===== src/rtl/uart_lin_pkg.sv =====
// constants and types shared by the serial port with break support
package uart_lin_pkg;
   localparam int DATA_BITS = 8;
   localparam int DIV_W = 8;
   // register offsets on the plain register port
   localparam logic [2:0] ADDR_MODE = 3'h0;
   localparam logic [2:0] ADDR_ERR = 3'h1;
   localparam logic [2:0] ADDR_RXBUF = 3'h2;
   localparam logic [2:0] ADDR_TXBUF = 3'h3;
   localparam logic [2:0] ADDR_TXSTAT = 3'h4;
   localparam logic [2:0] ADDR_CLKSEL = 3'h5;
   localparam logic [2:0] ADDR_DIV = 3'h6;
   localparam logic [2:0] ADDR_RXCTL = 3'h7;
   // field positions
   localparam int BIT_FLAG = 7;
   localparam int BIT_ARM = 6;
   localparam int ERR_OVR = 0;
   localparam int ERR_PAR = 1;
   localparam int ERR_FRM = 2;
   localparam int TXS_BUSY = 0;
   localparam int TXS_FULL = 1;
   // reset values
   localparam logic [7:0] MODE_RESET = 8'h00;
   localparam logic [7:0] RXBUF_RESET = 8'hff;
   localparam logic [7:0] DIV_RESET = 8'hff;
   localparam logic [3:0] CLKSEL_RESET = 4'h0;
   // bit counts, bit indices and the minimum divisor
   localparam logic [3:0] BREAK_MIN_BITS = 4'hb;
   localparam logic [3:0] LOW_CNT_MAX = 4'hf;
   localparam logic [3:0] LOW_CNT_START = 4'h1;
   localparam logic [3:0] TX_BITS_NOPAR = 4'ha;
   localparam logic [3:0] TX_BITS_PAR = 4'hb;
   localparam logic [3:0] RX_DATA_LAST = 4'h7;
   localparam logic [3:0] RX_PAR_IDX = 4'h8;
   localparam logic [3:0] CNT_ONE = 4'h1;
   localparam logic [7:0] DIV_MIN = 8'h08;

   typedef enum logic [1:0] {par_none, par_zero, par_odd, par_even} parity_e;

   typedef struct packed {
      logic power;
      logic txe;
      logic rxe;
      parity_e parity;
      logic [2:0] spare;
   } mode_s;
endpackage : uart_lin_pkg


===== src/rtl/baud_counter.sv =====
// one 8-bit baud divider counter, giving a pulse every divisor base ticks
`timescale 1ns/10ps
`default_nettype none
module baud_counter #(
   parameter int W = 8
) (
   // clock and reset
   input wire logic core_clk,
   input wire logic reset_n,
   input wire logic clk_en,
   // control
   input wire logic tick,
   input wire logic run,
   input wire logic clear,
   input wire logic [W-1:0] divisor,
   // result
   output logic [W-1:0] count,
   output logic half_done
);
   logic [W-1:0] next_count;
   logic at_end;

   if (W < 4) begin : g_check
      $error("baud_counter: width too small");
   end

   // half_done ignores clear so the frame logic can use it to clear without a loop
   assign at_end = (count == (divisor - {{(W-1){1'b0}}, 1'b1}));
   assign half_done = run && tick && at_end;

   always_comb begin
      next_count = count;
      if (!run || clear) begin
         next_count = '0;
      end else if (tick) begin
         next_count = at_end ? '0 : count + {{(W-1){1'b0}}, 1'b1};
      end
   end

   always_ff @(posedge core_clk) begin
      if (!reset_n) begin
         count <= '0;
      end else if (clk_en) begin
         count <= next_count;
      end
   end
endmodule : baud_counter
`default_nettype wire


===== src/rtl/uart_lin_break_and_baud_gen.sv =====
// serial port core: rx filter, break receive, baud generator, registers
`timescale 1ns/10ps
`default_nettype none
module uart_lin_break_and_baud_gen #(
   parameter int PRESCALE_W = 16
) (
   // clock, reset, enable
   input wire logic core_clk,
   input wire logic reset_n,
   input wire logic clk_en,
   // register port
   input wire logic [2:0] reg_addr,
   input wire logic [7:0] reg_wdata,
   input wire logic reg_wr,
   input wire logic reg_rd,
   output logic [7:0] reg_rdata,
   // serial pins
   input wire logic serial_rx_pin,
   output logic serial_tx_pin,
   // completion events
   output logic tx_done_irq,
   output logic rx_done_irq
);
   if (PRESCALE_W < 16) begin : g_check
      $error("prescaler must cover all sixteen clock selections");
   end

   typedef enum {tx_idle, tx_busy} tx_state_e;
   typedef enum {rx_idle, rx_start, rx_data} rx_state_e;

   // control registers
   uart_lin_pkg::mode_s mode, next_mode;
   logic [3:0] clk_sel, next_clk_sel;
   logic [7:0] baud_divisor, next_baud_divisor;
   logic [7:0] next_rdata;
   // base clock and filter
   logic [PRESCALE_W-1:0] pre_cnt, next_pre_cnt, pre_mask;
   logic base_tick;
   logic rx_sync1, rx_sync2, samp_a, samp_b, rx_lvl, rx_lvl_d;
   logic next_samp_a, next_samp_b, next_rx_lvl, next_rx_lvl_d;
   // transmitter
   tx_state_e tx_state, next_tx_state;
   logic [10:0] tx_frame, next_tx_frame;
   logic [3:0] tx_left, next_tx_left;
   logic tx_phase, next_tx_phase, tx_full, next_tx_full;
   logic [7:0] tx_buf, next_tx_buf;
   logic next_tx_line, next_tx_irq, tx_run, tx_clear, tx_half, wr_tx;
   // receiver
   rx_state_e rx_state, next_rx_state;
   logic [7:0] rx_shift, next_rx_shift, rx_buf, next_rx_buf;
   logic [3:0] rx_idx, next_rx_idx, low_cnt, next_low_cnt;
   logic rx_phase, next_rx_phase, rx_par, next_rx_par, rx_full, next_rx_full;
   logic brk, next_brk, arm, next_arm, flag, next_flag, next_rx_irq;
   logic [2:0] err, next_err;
   logic rx_run, rx_half, rx_center, rd_buf, rd_err, par_bad;

   function automatic logic [10:0] build_frame(input logic [7:0] d,
                                               input uart_lin_pkg::parity_e p);
      logic pbit;
      pbit = 1'b1;
      case (p)
         uart_lin_pkg::par_zero: pbit = 1'b0;
         uart_lin_pkg::par_odd: pbit = ~^d;
         uart_lin_pkg::par_even: pbit = ^d;
         default: pbit = 1'b1;
      endcase
      build_frame = {1'b1, pbit, d, 1'b0};
   endfunction : build_frame

   // base clock: power gates the prescaled tick, so nothing moves while off
   assign pre_mask = PRESCALE_W'((1 << clk_sel) - 1);
   assign base_tick = mode.power && ((pre_cnt & pre_mask) == pre_mask);
   assign next_pre_cnt = mode.power ? pre_cnt + PRESCALE_W'(1) : '0;

   // noise filter: the match detector adds three base clocks of lag
   always_comb begin
      next_samp_a = samp_a;
      next_samp_b = samp_b;
      next_rx_lvl = rx_lvl;
      next_rx_lvl_d = rx_lvl_d;
      if (!mode.power) begin
         next_samp_a = 1'b1;
         next_samp_b = 1'b1;
         next_rx_lvl = 1'b1;
         next_rx_lvl_d = 1'b1;
      end else if (base_tick) begin
         next_samp_a = rx_sync2;
         next_samp_b = samp_a;
         next_rx_lvl_d = rx_lvl;
         if (samp_a == samp_b) begin
            next_rx_lvl = samp_b;
         end
      end
   end

   always_ff @(posedge core_clk) begin
      if (!reset_n) begin
         rx_sync1 <= 1'b1;
         rx_sync2 <= 1'b1;
         samp_a <= 1'b1;
         samp_b <= 1'b1;
         rx_lvl <= 1'b1;
         rx_lvl_d <= 1'b1;
         pre_cnt <= '0;
      end else if (clk_en) begin
         rx_sync1 <= serial_rx_pin;
         rx_sync2 <= rx_sync1;
         samp_a <= next_samp_a;
         samp_b <= next_samp_b;
         rx_lvl <= next_rx_lvl;
         rx_lvl_d <= next_rx_lvl_d;
         pre_cnt <= next_pre_cnt;
      end
   end

   // two independent dividers
   baud_counter #(.W(uart_lin_pkg::DIV_W)) u_tx_cnt (
      .core_clk(core_clk),
      .reset_n(reset_n),
      .clk_en(clk_en),
      .tick(base_tick),
      .run(tx_run),
      .clear(tx_clear),
      .divisor(baud_divisor),
      .count(),
      .half_done(tx_half)
   );

   baud_counter #(.W(uart_lin_pkg::DIV_W)) u_rx_cnt (
      .core_clk(core_clk),
      .reset_n(reset_n),
      .clk_en(clk_en),
      .tick(base_tick),
      .run(rx_run && rx_state != rx_idle),
      .clear(1'b0),
      .divisor(baud_divisor),
      .count(),
      .half_done(rx_half)
   );

   // control registers and read port
   always_comb begin
      next_mode = mode;
      next_clk_sel = clk_sel;
      next_baud_divisor = baud_divisor;
      next_rdata = 8'h00;
      if (reg_wr) begin
         case (reg_addr)
            uart_lin_pkg::ADDR_MODE: next_mode = uart_lin_pkg::mode_s'(reg_wdata);
            uart_lin_pkg::ADDR_CLKSEL: next_clk_sel = reg_wdata[3:0];
            uart_lin_pkg::ADDR_DIV: next_baud_divisor = reg_wdata;
            default: next_mode = mode;
         endcase
      end
      if (reg_rd) begin
         case (reg_addr)
            uart_lin_pkg::ADDR_MODE: next_rdata = mode;
            uart_lin_pkg::ADDR_ERR: next_rdata = {5'h00, err};
            uart_lin_pkg::ADDR_RXBUF: next_rdata = rx_buf;
            uart_lin_pkg::ADDR_TXSTAT: next_rdata = {6'h00, tx_full, tx_state == tx_busy};
            uart_lin_pkg::ADDR_CLKSEL: next_rdata = {4'h0, clk_sel};
            uart_lin_pkg::ADDR_DIV: next_rdata = baud_divisor;
            uart_lin_pkg::ADDR_RXCTL: next_rdata = {flag, arm, 6'h00};
            default: next_rdata = 8'h00;
         endcase
      end
   end

   always_ff @(posedge core_clk) begin
      if (!reset_n) begin
         mode <= uart_lin_pkg::mode_s'(uart_lin_pkg::MODE_RESET);
         clk_sel <= uart_lin_pkg::CLKSEL_RESET;
         baud_divisor <= uart_lin_pkg::DIV_RESET;
         reg_rdata <= 8'h00;
      end else if (clk_en) begin
         mode <= next_mode;
         clk_sel <= next_clk_sel;
         baud_divisor <= next_baud_divisor;
         reg_rdata <= next_rdata;
      end
   end

   // transmitter: one frame in shift, one byte waiting
   assign tx_run = mode.power && mode.txe;
   assign wr_tx = reg_wr && reg_addr == uart_lin_pkg::ADDR_TXBUF;
   assign tx_clear = tx_run && ((tx_state == tx_idle && wr_tx)
                     || (tx_state == tx_busy && tx_half && tx_phase
                         && tx_left == uart_lin_pkg::CNT_ONE && tx_full));

   always_comb begin
      next_tx_state = tx_state;
      next_tx_frame = tx_frame;
      next_tx_left = tx_left;
      next_tx_phase = tx_phase;
      next_tx_full = tx_full;
      next_tx_buf = tx_buf;
      next_tx_irq = 1'b0;
      if (!tx_run) begin
         next_tx_state = tx_idle;
         next_tx_full = 1'b0;
         next_tx_phase = 1'b0;
      end else begin
         case (tx_state)
            tx_idle: begin
               if (wr_tx) begin
                  next_tx_frame = build_frame(reg_wdata, mode.parity);
                  next_tx_left = (mode.parity == uart_lin_pkg::par_none) ?
                                 uart_lin_pkg::TX_BITS_NOPAR : uart_lin_pkg::TX_BITS_PAR;
                  next_tx_phase = 1'b0;
                  next_tx_state = tx_busy;
               end
            end
            tx_busy: begin
               if (wr_tx) begin
                  next_tx_buf = reg_wdata;
                  next_tx_full = 1'b1;
               end
               if (tx_half) begin
                  next_tx_phase = !tx_phase;
                  if (tx_phase) begin
                     if (tx_left == uart_lin_pkg::CNT_ONE) begin
                        next_tx_irq = 1'b1;
                        // without a waiting byte the counter runs on uncleared
                        if (tx_full) begin
                           next_tx_frame = build_frame(tx_buf, mode.parity);
                           next_tx_left = (mode.parity == uart_lin_pkg::par_none) ?
                                          uart_lin_pkg::TX_BITS_NOPAR :
                                          uart_lin_pkg::TX_BITS_PAR;
                           next_tx_full = 1'b0;
                        end else begin
                           next_tx_state = tx_idle;
                        end
                     end else begin
                        next_tx_frame = {1'b1, tx_frame[10:1]};
                        next_tx_left = tx_left - uart_lin_pkg::CNT_ONE;
                     end
                  end
               end
            end
            default: next_tx_state = tx_idle;
         endcase
      end
      next_tx_line = (next_tx_state == tx_busy) ? next_tx_frame[0] : 1'b1;
   end

   always_ff @(posedge core_clk) begin
      if (!reset_n) begin
         tx_state <= tx_idle;
         tx_frame <= '1;
         tx_left <= 4'h0;
         tx_phase <= 1'b0;
         tx_full <= 1'b0;
         tx_buf <= 8'h00;
         serial_tx_pin <= 1'b1;
         tx_done_irq <= 1'b0;
      end else if (clk_en) begin
         tx_state <= next_tx_state;
         tx_frame <= next_tx_frame;
         tx_left <= next_tx_left;
         tx_phase <= next_tx_phase;
         tx_full <= next_tx_full;
         tx_buf <= next_tx_buf;
         serial_tx_pin <= next_tx_line;
         tx_done_irq <= next_tx_irq;
      end
   end

   // receiver, including armed break reception
   assign rx_run = mode.power && mode.rxe;
   assign rx_center = rx_half && rx_phase;
   assign rd_buf = reg_rd && reg_addr == uart_lin_pkg::ADDR_RXBUF;
   assign rd_err = reg_rd && reg_addr == uart_lin_pkg::ADDR_ERR;
   assign par_bad = (mode.parity == uart_lin_pkg::par_odd) ? !(^{rx_shift, rx_par}) :
                    (mode.parity == uart_lin_pkg::par_even) ? ^{rx_shift, rx_par} : 1'b0;

   always_comb begin
      next_rx_state = rx_state;
      next_rx_shift = rx_shift;
      next_rx_idx = rx_idx;
      next_rx_phase = rx_phase;
      next_rx_par = rx_par;
      next_low_cnt = low_cnt;
      next_brk = brk;
      next_rx_irq = 1'b0;
      next_rx_buf = rx_buf;
      next_rx_full = rd_buf ? 1'b0 : rx_full;
      next_err = rd_err ? 3'h0 : err;
      next_arm = arm;
      next_flag = flag;
      if (reg_wr && reg_addr == uart_lin_pkg::ADDR_RXCTL) begin
         next_arm = reg_wdata[uart_lin_pkg::BIT_ARM];
      end
      if (!mode.power) begin
         // power off is the functional reset of the receive side
         next_rx_state = rx_idle;
         next_rx_buf = uart_lin_pkg::RXBUF_RESET;
         next_rx_full = 1'b0;
         next_err = 3'h0;
         next_arm = 1'b0;
         next_flag = 1'b0;
      end else if (!rx_run) begin
         next_rx_state = rx_idle;
      end else begin
         case (rx_state)
            rx_idle: begin
               if (rx_lvl_d && !rx_lvl) begin
                  next_rx_state = rx_start;
               end
            end
            rx_start: begin
               if (rx_half) begin
                  if (!rx_lvl) begin
                     next_rx_state = rx_data;
                     next_rx_phase = 1'b0;
                     next_rx_idx = 4'h0;
                     next_brk = arm;
                     next_low_cnt = uart_lin_pkg::LOW_CNT_START;
                     if (arm) begin
                        next_flag = 1'b1;
                     end
                  end else begin
                     next_rx_state = rx_idle;
                  end
               end
            end
            rx_data: begin
               if (rx_half) begin
                  next_rx_phase = !rx_phase;
               end
               if (rx_center && brk) begin
                  if (!rx_lvl) begin
                     if (low_cnt != uart_lin_pkg::LOW_CNT_MAX) begin
                        next_low_cnt = low_cnt + uart_lin_pkg::CNT_ONE;
                     end
                  end else begin
                     // high sample ends the break; no errors, no buffer load
                     next_rx_state = rx_idle;
                     if (low_cnt >= uart_lin_pkg::BREAK_MIN_BITS) begin
                        next_rx_irq = 1'b1;
                        next_arm = 1'b0;
                        next_flag = 1'b0;
                     end
                  end
               end else if (rx_center) begin
                  next_rx_idx = rx_idx + uart_lin_pkg::CNT_ONE;
                  if (rx_idx <= uart_lin_pkg::RX_DATA_LAST) begin
                     next_rx_shift = {rx_lvl, rx_shift[7:1]};
                  end else if (rx_idx == uart_lin_pkg::RX_PAR_IDX
                               && mode.parity != uart_lin_pkg::par_none) begin
                     next_rx_par = rx_lvl;
                  end else begin
                     next_rx_state = rx_idle;
                     next_rx_irq = 1'b1;
                     next_err[uart_lin_pkg::ERR_FRM] = next_err[uart_lin_pkg::ERR_FRM] | !rx_lvl;
                     next_err[uart_lin_pkg::ERR_PAR] = next_err[uart_lin_pkg::ERR_PAR] | par_bad;
                     if (rx_full && !rd_buf) begin
                        next_err[uart_lin_pkg::ERR_OVR] = 1'b1;
                     end else begin
                        next_rx_buf = rx_shift;
                        next_rx_full = 1'b1;
                     end
                  end
               end
            end
            default: next_rx_state = rx_idle;
         endcase
      end
   end

   always_ff @(posedge core_clk) begin
      if (!reset_n) begin
         rx_state <= rx_idle;
         rx_shift <= 8'h00;
         rx_idx <= 4'h0;
         rx_phase <= 1'b0;
         rx_par <= 1'b0;
         low_cnt <= 4'h0;
         brk <= 1'b0;
         rx_buf <= uart_lin_pkg::RXBUF_RESET;
         rx_full <= 1'b0;
         err <= 3'h0;
         arm <= 1'b0;
         flag <= 1'b0;
         rx_done_irq <= 1'b0;
      end else if (clk_en) begin
         rx_state <= next_rx_state;
         rx_shift <= next_rx_shift;
         rx_idx <= next_rx_idx;
         rx_phase <= next_rx_phase;
         rx_par <= next_rx_par;
         low_cnt <= next_low_cnt;
         brk <= next_brk;
         rx_buf <= next_rx_buf;
         rx_full <= next_rx_full;
         err <= next_err;
         arm <= next_arm;
         flag <= next_flag;
         rx_done_irq <= next_rx_irq;
      end
   end
endmodule : uart_lin_break_and_baud_gen
`default_nettype wire


===== config.mk =====
export PLATFORM = sky130hd
export DESIGN_NAME = uart_lin_break_and_baud_gen
export DESIGN_NICKNAME = d
export VERILOG_FILES = /design/src/rtl/uart_lin_pkg.sv /design/src/rtl/baud_counter.sv /design/src/rtl/uart_lin_break_and_baud_gen.sv
export SDC_FILE = /design/constraint.sdc
export NUM_CORES = 1
export LEC_CHECK = 0
export BUFFER_PORTS_ARGS = -buffer_cell sky130_fd_sc_hd__buf_2
export CORE_ASPECT_RATIO = 0.6
export CORE_MARGIN = 4
export CORE_UTILIZATION = 55
export CTS_BUF_LIST = sky130_fd_sc_hd__clkbuf_4 sky130_fd_sc_hd__clkbuf_8 sky130_fd_sc_hd__clkbuf_16
export DETAILED_ROUTE_END_ITERATION = 10
export PLACE_DENSITY = 0.72
export SLEW_MARGIN = 25
export SYNTH_ARGS = -nofsm -noshare
export SYNTH_HDL_FRONTEND = slang
export SYNTH_SLANG_ARGS = --single-unit

===== constraint.sdc =====
create_clock -name core_clk -period 4.4 [get_ports core_clk]
set_input_delay 1.32 -clock core_clk [delete_from_list [all_inputs] [get_ports core_clk]]
set_output_delay 1.32 -clock core_clk [all_outputs]
set_load 0.005 [all_outputs]

Yosys cells after proc, flatten, opt, wreduce, memory -nomap -nowiden --
Cells that the tools add are included.
Word-level totals: logic and storage cells 320, input bits 17, flip-flop bits (word level) 191, output and inout port bits 11
Operators by class: bitwise logic cells 6, reductions and logical operators 66, muxes and demuxes 137, shifts and indexed selects 1, magnitude comparators 2, add/sub/neg operators 8, equality and inequality tests 61
Operators by type and width (number):
- 2-to-1 mux 32 bit | 15
- 2-to-1 mux 8 bit | 15
- equality test 32 x 2 -> 1 bit, second input constant | 3
- zero test 32 bit | 3
- one-hot mux 32 bit (3 select lines) | 1
- 2-to-1 mux 1 bit | 66
- equality test 32 x 1 -> 1 bit, second input constant | 2
- one-hot mux 32 bit (2 select lines) | 1
- 2-to-1 mux 4 bit | 14
- one-hot mux 8 bit (7 select lines) | 1
- 2-to-1 mux 11 bit | 5
- nonzero test 32 bit | 1
- inequality test 2 bit, second input constant | 15
- AND reduction 7 bit | 4
- inequality test 3 bit, second input constant | 9
- 2-to-1 mux 3 bit | 8
- one-hot mux 4 bit (2 select lines) | 3
- AND reduction 8 bit | 3
- logical AND 1 bit | 23
- one-hot mux 11 bit (2 select lines) | 1
- inequality test 5 bit, second input constant | 4
- AND reduction 9 bit | 2
- adder 16 x 1 -> 16 bit, second input constant | 1
- adder 8 x 1 -> 8 bit, second input constant | 2
- 39 further kinds | 79

Logic depth before layout (Yosys ltp) --
Gate-level depths: netlist of run 1.
depth after elaboration 16, mapped depth 13, gate-level depth less buffers 9

Hierarchy --
Synthesis of run 1 repeated with hierarchy kept, for this count alone.
Second synthesis, totals: cell total of the unflattened synthesis 968, area, all modules 8224.1 um2
Modules (own cells, without submodules):
- uart_lin_break_and_baud_gen | cells each 786, area each 6812.8 um2, times used 1
- baud_counter | cells each 91, area each 705.7 um2, times used 2

Worst setup path after synthesis of run 1 --
OpenSTA, ideal clock, no wires.
path type register to register, start point reg clk_sel[2], end point reg rx_shift[0], period minus slack after synthesis 3.857 ns, cell stages (with the launch flop) 14, slack 0.543 ns, arrival time 3.785 ns, required time 4.328 ns, library setup time 0.072 ns, path through dfxtp_1 -> clkbuf_1 -> or4b_2 -> ha_1 -> clkbuf_1 -> nand2_1 -> a211oi_1 -> a221o_1 -> or4_1 -> buf_2 -> or4_1 -> buf_2 -> nor3_4 -> mux2i_1
On the way: longest elaborated chain between the ends 11
RTL lines:
- from (decl) | RTL line uart_lin_break_and_baud_gen.sv:33 | logic [3:0] clk_sel, next_clk_sel;
- from (signal assigned) | RTL line uart_lin_break_and_baud_gen.sv:172 | clk_sel <= uart_lin_pkg::CLKSEL_RESET;
- from (signal assigned) | RTL line uart_lin_break_and_baud_gen.sv:177 | clk_sel <= next_clk_sel;
- left shift 1 x 4 -> 16 bit (*) | RTL line uart_lin_break_and_baud_gen.sv:71 | assign pre_mask = PRESCALE_W'((1 << clk_sel) - 1);
- subtractor 16 x 2 -> 16 bit (*) | RTL line uart_lin_break_and_baud_gen.sv:71
- AND 16 bit | RTL line uart_lin_break_and_baud_gen.sv:72 | assign base_tick = mode.power && ((pre_cnt & pre_mask) == pre_mask);
- equality test 16 bit (*) | RTL line uart_lin_break_and_baud_gen.sv:72
- logical AND 1 bit (*) | RTL line uart_lin_break_and_baud_gen.sv:72
- logical AND 1 bit (*) (2 in series) | RTL line baud_counter.sv:29 | assign half_done = run && tick && at_end;
- logical AND 1 bit (*) | RTL line uart_lin_break_and_baud_gen.sv:270 | assign rx_center = rx_half && rx_phase;
- logical AND 1 bit | RTL line uart_lin_break_and_baud_gen.sv:330 | if (rx_center && brk) begin
- NOT 1 bit (no source line)
- AND reduction 7 bit (no source line) (*)
- to (signal assigned) | RTL line uart_lin_break_and_baud_gen.sv:387 | rx_shift <= next_rx_shift;
- to (decl) | RTL line uart_lin_break_and_baud_gen.sv:50 | logic [7:0] rx_shift, next_rx_shift, rx_buf, next_rx_buf;
Every way passes the cells marked *; elsewhere a longest branch is shown, timed or not. A chain may end at the register's enable or synchronous reset.

Final worst setup path of run 1 --
start point reg clk_sel[1], end point reg rx_shift[1]
Same word-level chain as after synthesis.

==> flow_summary.toml, run 1 <==
[run_status]
status = "complete, no violations"

[die]
pin_count = 28
die_height_um = 104
design.die.area_um2 = 17500
coreArea_um2 = 14800
start_util_pct = 57.3
die_w_um = 168
rows = 34

[place]
dpl_cell_area_um2 = 8730
io_buffers = 27
place_congestion = 0.983
dp_slack_ns = 0.408
dp_cells = 1174
dpl.hpwl_um = 16700

[global_route]
grt_pass1_wl_um = 38400
grt_max_degree = 75
grt_overflow = 0
grt_pass1_vias = 7036
antenna_found_initial = 0
grt_usage_pct = 26.9

[cells_and_area]
ff_latch_area_um2 = 3200
reg_top3 = "tx_state: 32 flops, pre_cnt: 15 flops, tx_frame: 11 flops"
final_area_um2 = 9360
largest_reg_flops = 32
multiInputGateArea_um2 = 4890
instances_no_fill = 1206
antenna_cells = 0
post-route-util_pct = 63.4
finalNetCount = 1022
area_growth_pct = 10.7
drive_above_1_share_pct = 10.4
nFillCells = 1239
largest_register = "tx_state"

[route]
route.detailed.drc = 0
m1WireLength_um = 11900
top_layer = "met4"
vias = 7679
dr.pass1.iters = 9
antenna_left = 0
drtIter0Drc = 891
finalWirelength_um = 24000
viasPerCell = 6.37
met3WireLength_um = 2730
dr_wl_met2_um = 8980
drt-wirelength-per-cell_um = 19.9

[clock_network]
cts_setup_buffers = 0
clkSinkCount = 160
path_clk_slew_ns = 0.07
cts_hold_buffers = 0
cts.repair.resized = 0
clock_path_buffers = 2
clockRootBuffer = "clkbuf_16"
htree_levels = 4
cts_tree = "built"
numCtsBuffers = 17
insertion_delay_ns = 0.42

[sta]
hold_ws_ns = 0.464
setup_viol_count_final = 0
rsz0062_at_grt = "false"
slew_viol_final = 0
fin_tns_setup_ns = 0
fin_ws_ns = 0.328
relSlewSlack_pct = 44.8
finalCriticalPeriod_ns = 4.07
worstMarginPinSlew_ns = 0.825
period_share_pct = 92.6
fmax_ghz = 0.246
hold_violations = 0
fin_skew_ns = 0.0175

[worst_setup_path]
endpoint = "rx_shift[1]$_SDFFE_PN0P_"
critPathLaunchType = "flip-flop"
critPathMaxFanout = 11
path_class = "reg -> reg"
cpMostUsedCell = "or4_1"
endpoint_kind = "flip-flop"
crit_arrival_ns = 4.41
r2r_cells = 9
cp.depth = 9
cp.buffers_inverters = 0
crit_required_ns = 4.74
crit_family = "simple AND/OR/NAND/NOR gates"
max_stage_delay_ns = 0.74
worstReg2RegStart = "clk_sel[1]$_SDFFE_PN0P_"
cp_cell_sequence = "or4b_2 -> ha_1 -> nand2_1 -> a211oi_1 -> a221o_1 -> or4_1 -> or4_1 -> nor3_4 -> mux2i_1"
crit_path_start = "clk_sel[1]$_SDFFE_PN0P_"
r2r_slack_ns = 0.33
cp_slowest_cell = "or4_1"
r2r-end = "rx_shift[1]$_SDFFE_PN0P_"

[synthesis]
syn_area_um2 = 8460
synth_nets = 1029
seq_area_frac_synth_pct = 37.9
ys.flop_type = "dfxtp_1"
async_flop_share_pct = 0
yosys_warnings = 0
avgSynthCellArea_um2 = 8.44
ys_ff_latch = 160
synth_edf_count = 0
synth.distinct_cells = 71
synthCells = 1002

[power_and_ir_drop]
p_per_area_nw_per_um2 = 349
ir_drop_mv = 0.252
p_leak_nw = 3.64
p_total_mw = 3.27

[run]
maxCapViolCount = 0

[worst_hold_path]
hp-class = "reg -> reg"
==> worst min-delay path, delay by kind of cell (launching register included) <==
kind | cells | cell delay [ns]
AO/OA/AOI/OAI | 1 | 0.05
flip-flops | 1 | 0.33
AND/OR/NAND/NOR | 1 | 0.05
==> worst min path at each step <==
| stage | startpoint | to | slack, ns | cells after the start |
|---|---|---|---|---|
| floorplan | tx_frame[10]$_SDFFE_PN1P_ | tx_frame[10]$_SDFFE_PN1P_ | 0.42 | 1 |
| global placement | reg_rdata[5]$_SDFFE_PN0P_ | reg_rdata[5]$_SDFFE_PN0P_ | 0.43 | 2 |
| detailed placement | reg_rdata[0]$_SDFFE_PN0P_ | reg_rdata[0]$_SDFFE_PN0P_ | 0.45 | 2 |
| CTS | reg_rdata[0]$_SDFFE_PN0P_ | reg_rdata[0]$_SDFFE_PN0P_ | 0.46 | 2 |
| global route | reg_rdata[0]$_SDFFE_PN0P_ | reg_rdata[0]$_SDFFE_PN0P_ | 0.48 | 2 |
| finish | reg_rdata[0]$_SDFFE_PN0P_ | reg_rdata[0]$_SDFFE_PN0P_ | 0.46 | 2 |
==> kinds of logic (layout without fill, tap and decap cells) <==
family,after synthesis,after routing,synth area share [%]
flops,160,160,37.9
buf+inv,96,102,4.34
mux,64,64,7.72
compound gates,197,197,16.0
xor+xnor,64,64,6.63
simple gates,411,411,26.0
fa+ha+maj,10,10,1.48
==> layer usage <==
metal / track usage [%] / vias up
li1: - / 3662
met1: 42.2 / 3588
met2: 35.1 / 390
met3: 8.70 / 39
met4: 6.08 / 0
met5: 0 / -
==> placed cells by master (no fill, tap or decap), drive strengths merged, types with 8 or more instances in the layout <==
cell	instances
and2	13
mux2	10
nor4	31
dfxtp	160
nor3	33
or3	12
a31oi	8
o21ai	41
nand3	31
nand4	18
buf	48
clkbuf	20
xor2	26
nor2	73
nand2	87
inv	24
nor3b	12
mux2i	54
a222oi	8
xnor2	38
ha	10
a21oi	44
o211ai	9
and3	51
a22oi	10
and4	13
o31ai	12
nand2b	11
==> area by class of cell <==
class	count	area share, %
multi-input combinational	746	52.3
sequential	160	34.2
clock buffer	20	4.78
timing repair buffer	48	3.26
tap	198	2.65
clock inverter	12	1.95
inverter	22	0.882
==> synth_stat cells, types with 8 or more instances <==
library cell	n	area share (%)
nor2_1	73	3.2
nor3b_1	12	1.1
xor2_1	26	2.7
nand2_1	87	3.9
nand4_1	18	1.3
a22oi_1	10	0.89
dfxtp_1	160	38
xnor2_1	38	3.9
nand3_1	31	1.8
inv_1	21	0.93
o21ai_0	41	2.4
a222oi_1	8	0.95
or3_1	12	0.89
and3_1	51	3.8
o211ai_1	9	0.80
and2_1	13	0.96
o31ai_1	12	1.1
ha_1	10	1.5
a21oi_1	43	2.5
nor4_1	29	2.1
clkbuf_1	66	2.9
a31oi_1	8	0.59
nor3_1	32	1.9
mux2i_1	54	6.4
mux2_2	10	1.3
nand2b_1	11	0.81
and4_1	13	1.3
==> power breakdown <==
group          total (mW)  switching, mW  leakage, nW  internal [mW]
clock                1.60          0.622        0.301          0.974
sequential           1.46        0.00951         1.29           1.45
combinational       0.207          0.143         2.05         0.0639
total                3.27          0.775         3.64           2.49
No activity file was read; power rests on OpenSTA's default activity.
==> run 2: changes to the inputs <==
--- a/config.mk
+++ b/config.mk
@@ -8,10 +8,12 @@
 export BUFFER_PORTS_ARGS = -buffer_cell sky130_fd_sc_hd__buf_2
 export CORE_ASPECT_RATIO = 0.6
 export CORE_MARGIN = 4
-export CORE_UTILIZATION = 55
+export CORE_UTILIZATION = 50
 export CTS_BUF_LIST = sky130_fd_sc_hd__clkbuf_4 sky130_fd_sc_hd__clkbuf_8 sky130_fd_sc_hd__clkbuf_16
+export CTS_CLUSTER_DIAMETER = 40
 export DETAILED_ROUTE_END_ITERATION = 10
-export PLACE_DENSITY = 0.72
+export GPL_TIMING_DRIVEN = 0
+export PLACE_DENSITY = 0.66
 export SLEW_MARGIN = 25
 export SYNTH_ARGS = -nofsm -noshare
 export SYNTH_HDL_FRONTEND = slang
==> flow_summary.toml, run 2 (synthesis results as in run 1) <==
[cells_and_area]
post-route-util_pct = 58.0
largest_register = "tx_state"
largest_reg_flops = 32
area_growth_pct = 12.4
final_common_cell = "dfxtp_1"
ff_latch_area_um2 = 3200
nFillCells = 1512
reg_top3 = "tx_state: 32 flops, pre_cnt: 15 flops, tx_frame: 11 flops"
multiInputGateArea_um2 = 4920
drive_above_1_share_pct = 8.87
most-common-layout-cells = "160 x dfxtp_1, 87 x nand2_1, 73 x nor2_1"
finalNetCount = 1074

[worst_hold_path]
hp-class = "reg -> reg"
holdPathStages = 2

[worst_setup_path]
r2r-end = "rx_shift[2]$_SDFFE_PN0P_"
crit_arrival_ns = 4.55
endpoint_kind = "flip-flop"
crit_path_start = "clk_sel[3]$_SDFFE_PN0P_"
critPathLaunchType = "flip-flop"
crit_required_ns = 4.77
endpoint = "rx_shift[2]$_SDFFE_PN0P_"
critPathMaxFanout = 10
path_class = "reg -> reg"
worstReg2RegStart = "clk_sel[3]$_SDFFE_PN0P_"
r2r_cells = 13
r2r_slack_ns = 0.21

[route]
dr.pass1.iters = 8
drtIter0Drc = 923
vias = 7917
finalWirelength_um = 26300
route.detailed.drc = 0
drt-wirelength-per-cell_um = 20.4
viasPerCell = 6.14
antenna_left = 0

[die]
die_w_um = 176
pin_count = 28
start_util_pct = 51.6
die_height_um = 109
design.die.area_um2 = 19100
coreArea_um2 = 16400
rows = 36

[run]
maxCapViolCount = 0

[global_route]
grt_pass1_wl_um = 41400
grt_overflow = 0
grt_max_degree = 18
grt_pass1_vias = 7104
grt_usage_pct = 28.0
antenna_found_initial = 0

[power_and_ir_drop]
ir_drop_mv = 0.272
p_per_area_nw_per_um2 = 332
p_leak_nw = 3.66

[clock_network]
numCtsBuffers = 17
clkSinkCount = 160
insertion_delay_ns = 0.45
htree_levels = 4
clock_path_buffers = 2
cts_tree = "built"
clockRootBuffer = "clkbuf_16"
path_clk_slew_ns = 0.07

[sta]
fmax_ghz = 0.239
fin_skew_ns = 0.0122
finalCriticalPeriod_ns = 4.19
hold_violations = 0
slew_viol_final = 0
hold_ws_ns = 0.451
rsz0062_at_grt = "false"
setup_viol_count_final = 0
relSlewSlack_pct = 33.8
worstMarginPinSlew_ns = 0.992
period_share_pct = 95.1

[place]
place_congestion = 0.965
dpl.hpwl_um = 19000
io_buffers = 26

[run_status]
status = "complete, no violations"
==> run 2: cell types whose count changed in the layout (fill, tap and decap cells not counted), sizes merged <==
cell      previous run  this run
diode                0         1
clkinvlp             3         0
clkbuf              20        82
inv                 24        33
buf                 48        35
clkinv               3         4
bufinv               4         0
==> run 2: metrics by stage <==
| stage | power (mW) | setup slack, ns | area, um2 | TNS (ns) | instances |
|---|---|---|---|---|---|
| finish | 3.16 | 0.213 | 9500 | 0 | 1289 |
| global route | 3.24 | 0.0169 | 9500 | 0 | 1288 |
| CTS | 3.15 | 0.0352 | 9490 | 0 | 1289 |
| detailed placement | 1.72 | -0.218 | 8880 | -3.78 | 1256 |
| global placement | 1.71 | -0.561 | 8870 | -19.22 | 1256 |
| floorplan | 1.62 | 0.543 | 8460 | 0 | 1002 |
==> run 2: worst min-delay path by stage <==
stage | from | end | slack (ns)
after global routing | err[1]$_SDFFE_PN0P_ | err[1]$_SDFFE_PN0P_ | 0.48
after global placement | reg_rdata[2]$_SDFFE_PN0P_ | reg_rdata[2]$_SDFFE_PN0P_ | 0.43
after detailed placement | reg_rdata[2]$_SDFFE_PN0P_ | reg_rdata[2]$_SDFFE_PN0P_ | 0.44
after floorplan | tx_frame[10]$_SDFFE_PN1P_ | tx_frame[10]$_SDFFE_PN1P_ | 0.42
after CTS | reg_rdata[2]$_SDFFE_PN0P_ | reg_rdata[2]$_SDFFE_PN0P_ | 0.46
final | reg_rdata[2]$_SDFFE_PN0P_ | reg_rdata[2]$_SDFFE_PN0P_ | 0.45
==> run 2: area by class of cell <==
type	instances	share of cell area [%]
Inverter	22	0.869
Clock buffer	17	4.48
Tap cell	228	3.00
Timing Repair Buffer	28	1.66
Sequential cell	160	33.7
Multi-Input combinational cell	746	51.8
Clock inverter	15	1.45
Antenna cell	1	0.0263
Buffer	72	2.98
==> run 2: per-layer routing <==
layer / GRT usage (%) / wire [um]
met1: 43.9 / 13100
met2: 36.7 / 9900
met3: 8.49 / 2910
met4: 6.23 / 380
met5: 0 / 0
==> run 2: critical path, stage by stage (launching register included) <==
cell and delay [ns]:
dfxtp_1 0.37, buf_2 0.21, or4b_2 0.63, ha_1 0.32, nand2_1 0.11, a211oi_1 0.06
a221o_1 0.31, or4_1 0.54, buf_2 0.22, or4_1 0.52, buf_2 0.21, nor3_4 0.23
buf_12 0.17, mux2i_1 0.20
==> run 2: what timing repair did <==
item / 4_1_cts / 5_1_grt
hold buffers: 0 / 0
pin swaps: 1 / 1
gates resized for setup: 4 / 6
gates cloned: 0 / 0
endpoints found under the setup margin: 48 / 54
buffers inserted: 1 / 1
==> run 2: report_power, final <==
part           leakage [nW]  total (mW)  internal [mW]  switching [mW]
combinational          2.08       0.237         0.0664           0.171
clock                 0.282        1.46          0.751           0.707
sequential             1.29        1.46           1.45         0.00738
==> run 3: changes to the inputs <==
--- a/config.mk
+++ b/config.mk
@@ -8,12 +8,12 @@
 export BUFFER_PORTS_ARGS = -buffer_cell sky130_fd_sc_hd__buf_2
 export CORE_ASPECT_RATIO = 0.6
 export CORE_MARGIN = 4
-export CORE_UTILIZATION = 50
+export CORE_UTILIZATION = 26
 export CTS_BUF_LIST = sky130_fd_sc_hd__clkbuf_4 sky130_fd_sc_hd__clkbuf_8 sky130_fd_sc_hd__clkbuf_16
 export CTS_CLUSTER_DIAMETER = 40
 export DETAILED_ROUTE_END_ITERATION = 10
 export GPL_TIMING_DRIVEN = 0
-export PLACE_DENSITY = 0.66
+export PLACE_DENSITY = 0.4
 export SLEW_MARGIN = 25
 export SYNTH_ARGS = -nofsm -noshare
 export SYNTH_HDL_FRONTEND = slang
==> flow_summary.toml, run 3 (synthesis results as in run 1) <==
[power_and_ir_drop]
p_total_mw = 3.21
p_leak_nw = 3.65
ir_drop_mv = 0.277
p_per_area_nw_per_um2 = 329

[worst_setup_path]
critPathLaunchType = "flip-flop"
cp.buffers_inverters = 4
cp_slowest_cell = "or4b_2"
path_class = "reg -> reg"
critPathMaxFanout = 10
cp_cell_sequence = "buf_2 -> or4b_2 -> ha_1 -> nand2_1 -> a211oi_1 -> a221o_1 -> or4_1 -> buf_2 -> or4_1 -> buf_2 -> nor3_4 -> buf_4 -> mux2i_1"
endpoint_kind = "flip-flop"
crit_required_ns = 4.79
crit_family = "simple AND/OR/NAND/NOR gates"
max_stage_delay_ns = 0.62
crit_path_start = "clk_sel[3]$_SDFFE_PN0P_"
cpMostUsedCell = "buf_2"
crit_arrival_ns = 4.59
worstReg2RegStart = "clk_sel[3]$_SDFFE_PN0P_"

[sta]
worstMarginPinSlew_ns = 1.08
fmax_ghz = 0.238
setup_viol_count_final = 0
hold_violations = 0
hold_ws_ns = 0.456
period_share_pct = 95.5
slew_viol_final = 0
relSlewSlack_pct = 27.6
finalCriticalPeriod_ns = 4.20
fin_skew_ns = 0.0164
rsz0062_at_grt = "false"

[clock_network]
clkSinkCount = 160
cts_hold_buffers = 0
clock_path_buffers = 2
cts_tree = "built"
path_clk_slew_ns = 0.08
insertion_delay_ns = 0.46
numCtsBuffers = 17
htree_levels = 4
clockRootBuffer = "clkbuf_16"

[route]
route.detailed.drc = 0
vias = 7779
viasPerCell = 5.26
finalWirelength_um = 30900
antenna_left = 0
dr.pass1.iters = 5
drtIter0Drc = 691
drt-wirelength-per-cell_um = 20.9

[place]
dpl_cell_area_um2 = 9110
place_congestion = 0.825
io_buffers = 26
dpl.hpwl_um = 23300

[die]
pin_count = 28
coreArea_um2 = 31600
start_util_pct = 26.8
die_height_um = 148
design.die.area_um2 = 35600
die_w_um = 241
rows = 50

[cells_and_area]
largest_reg_flops = 32
area_growth_pct = 15.5
largest_register = "tx_state"
final_area_um2 = 9770
nFillCells = 3415
post-route-util_pct = 30.9
finalNetCount = 1078
antenna_cells = 0
reg_top3 = "tx_state: 32 flops, pre_cnt: 15 flops, tx_frame: 11 flops"
drive_above_1_share_pct = 9.40
most-common-layout-cells = "160 x dfxtp_1, 87 x nand2_1, 73 x nor2_1"
final_common_cell = "dfxtp_1"

[worst_hold_path]
hp-class = "reg -> reg"
hold_start = "reg_rdata[7]$_SDFFE_PN0P_"

[global_route]
grt_overflow = 0
grt_max_degree = 19
grt_usage_pct = 17.6
antenna_found_initial = 1
grt_pass1_wl_um = 47100
grt_pass1_vias = 7319

[run_status]
status = "complete, no violations"

[run]
maxCapViolCount = 0
-- run 3: cell count changes in the layout (fill, tap and decap cells not counted), sizes merged --
cell,change
clkbuf,-2
diode,-1
clkinv,-3
clkinvlp,+1
buf,+6
inv,+2
-- run 3: final timing paths --
check                                                 end  slack [ns]  cells past startpoint
worst max-delay path             rx_shift[0]$_SDFFE_PN0P_        0.20                     13
worst min register to register  reg_rdata[7]$_SDFFE_PN0P_        0.46                      2
worst max register to register   rx_shift[0]$_SDFFE_PN0P_        0.20                     13
worst min-delay path            reg_rdata[7]$_SDFFE_PN0P_        0.46                      2
-- run 3: report_power, final --
| group | leakage (nW) | total [mW] | internal, mW | switching (mW) |
|---|---|---|---|---|
| Combinational | 2.08 | 0.238 | 0.0632 | 0.175 |
| Sequential | 1.29 | 1.46 | 1.45 | 0.00779 |
| Clock | 0.286 | 1.52 | 0.764 | 0.751 |
-- run 3: timing repair --
item                       CTS  global route
cloned                       0             0
pin swaps                    3             0
setup endpoints to repair   61            41
resized for setup            6             6
hold endpoints to repair     0             0
buffers inserted             6             0
-- run 3: metal layers --
metal  track usage, %  share of wire, %
met4             3.58               1.1
met1             29.3                56
met3             4.77               7.5
met2             21.5                35
met5                0                 0
-- run 3: area by class of cell --
class	instances	area, um2	share of cell area (%)
inverters	22	82.6	0.845
clock buffers	17	425	4.36
repair buffers	32	175	1.79
well taps	416	520	5.33
plain buffers	72	283	2.89
multi-input cells	746	4920	50.4
flip-flops and latches	160	3200	32.8
clock inverters	15	155	1.59
-- run 3: worst register-to-register path: cells and delay by family (launching register included) --
family | cells | cell delay, ns
compound gates | 2 | 0.36
fa+ha+maj | 1 | 0.32
buf+inv | 4 | 0.84
simple gates | 5 | 2.04
flops | 1 | 0.36
mux | 1 | 0.19
-- run 3: metrics by stage --
stage	setup WS (ns)	std cells	setup TNS [ns]
CTS	0.00587	1481	0
finish	0.200	1480	0
detailed placement	-0.376	1444	-12.48
global placement	-0.419	1444	-14.36
global route	0.00556	1480	0
floorplan	0.543	1002	0
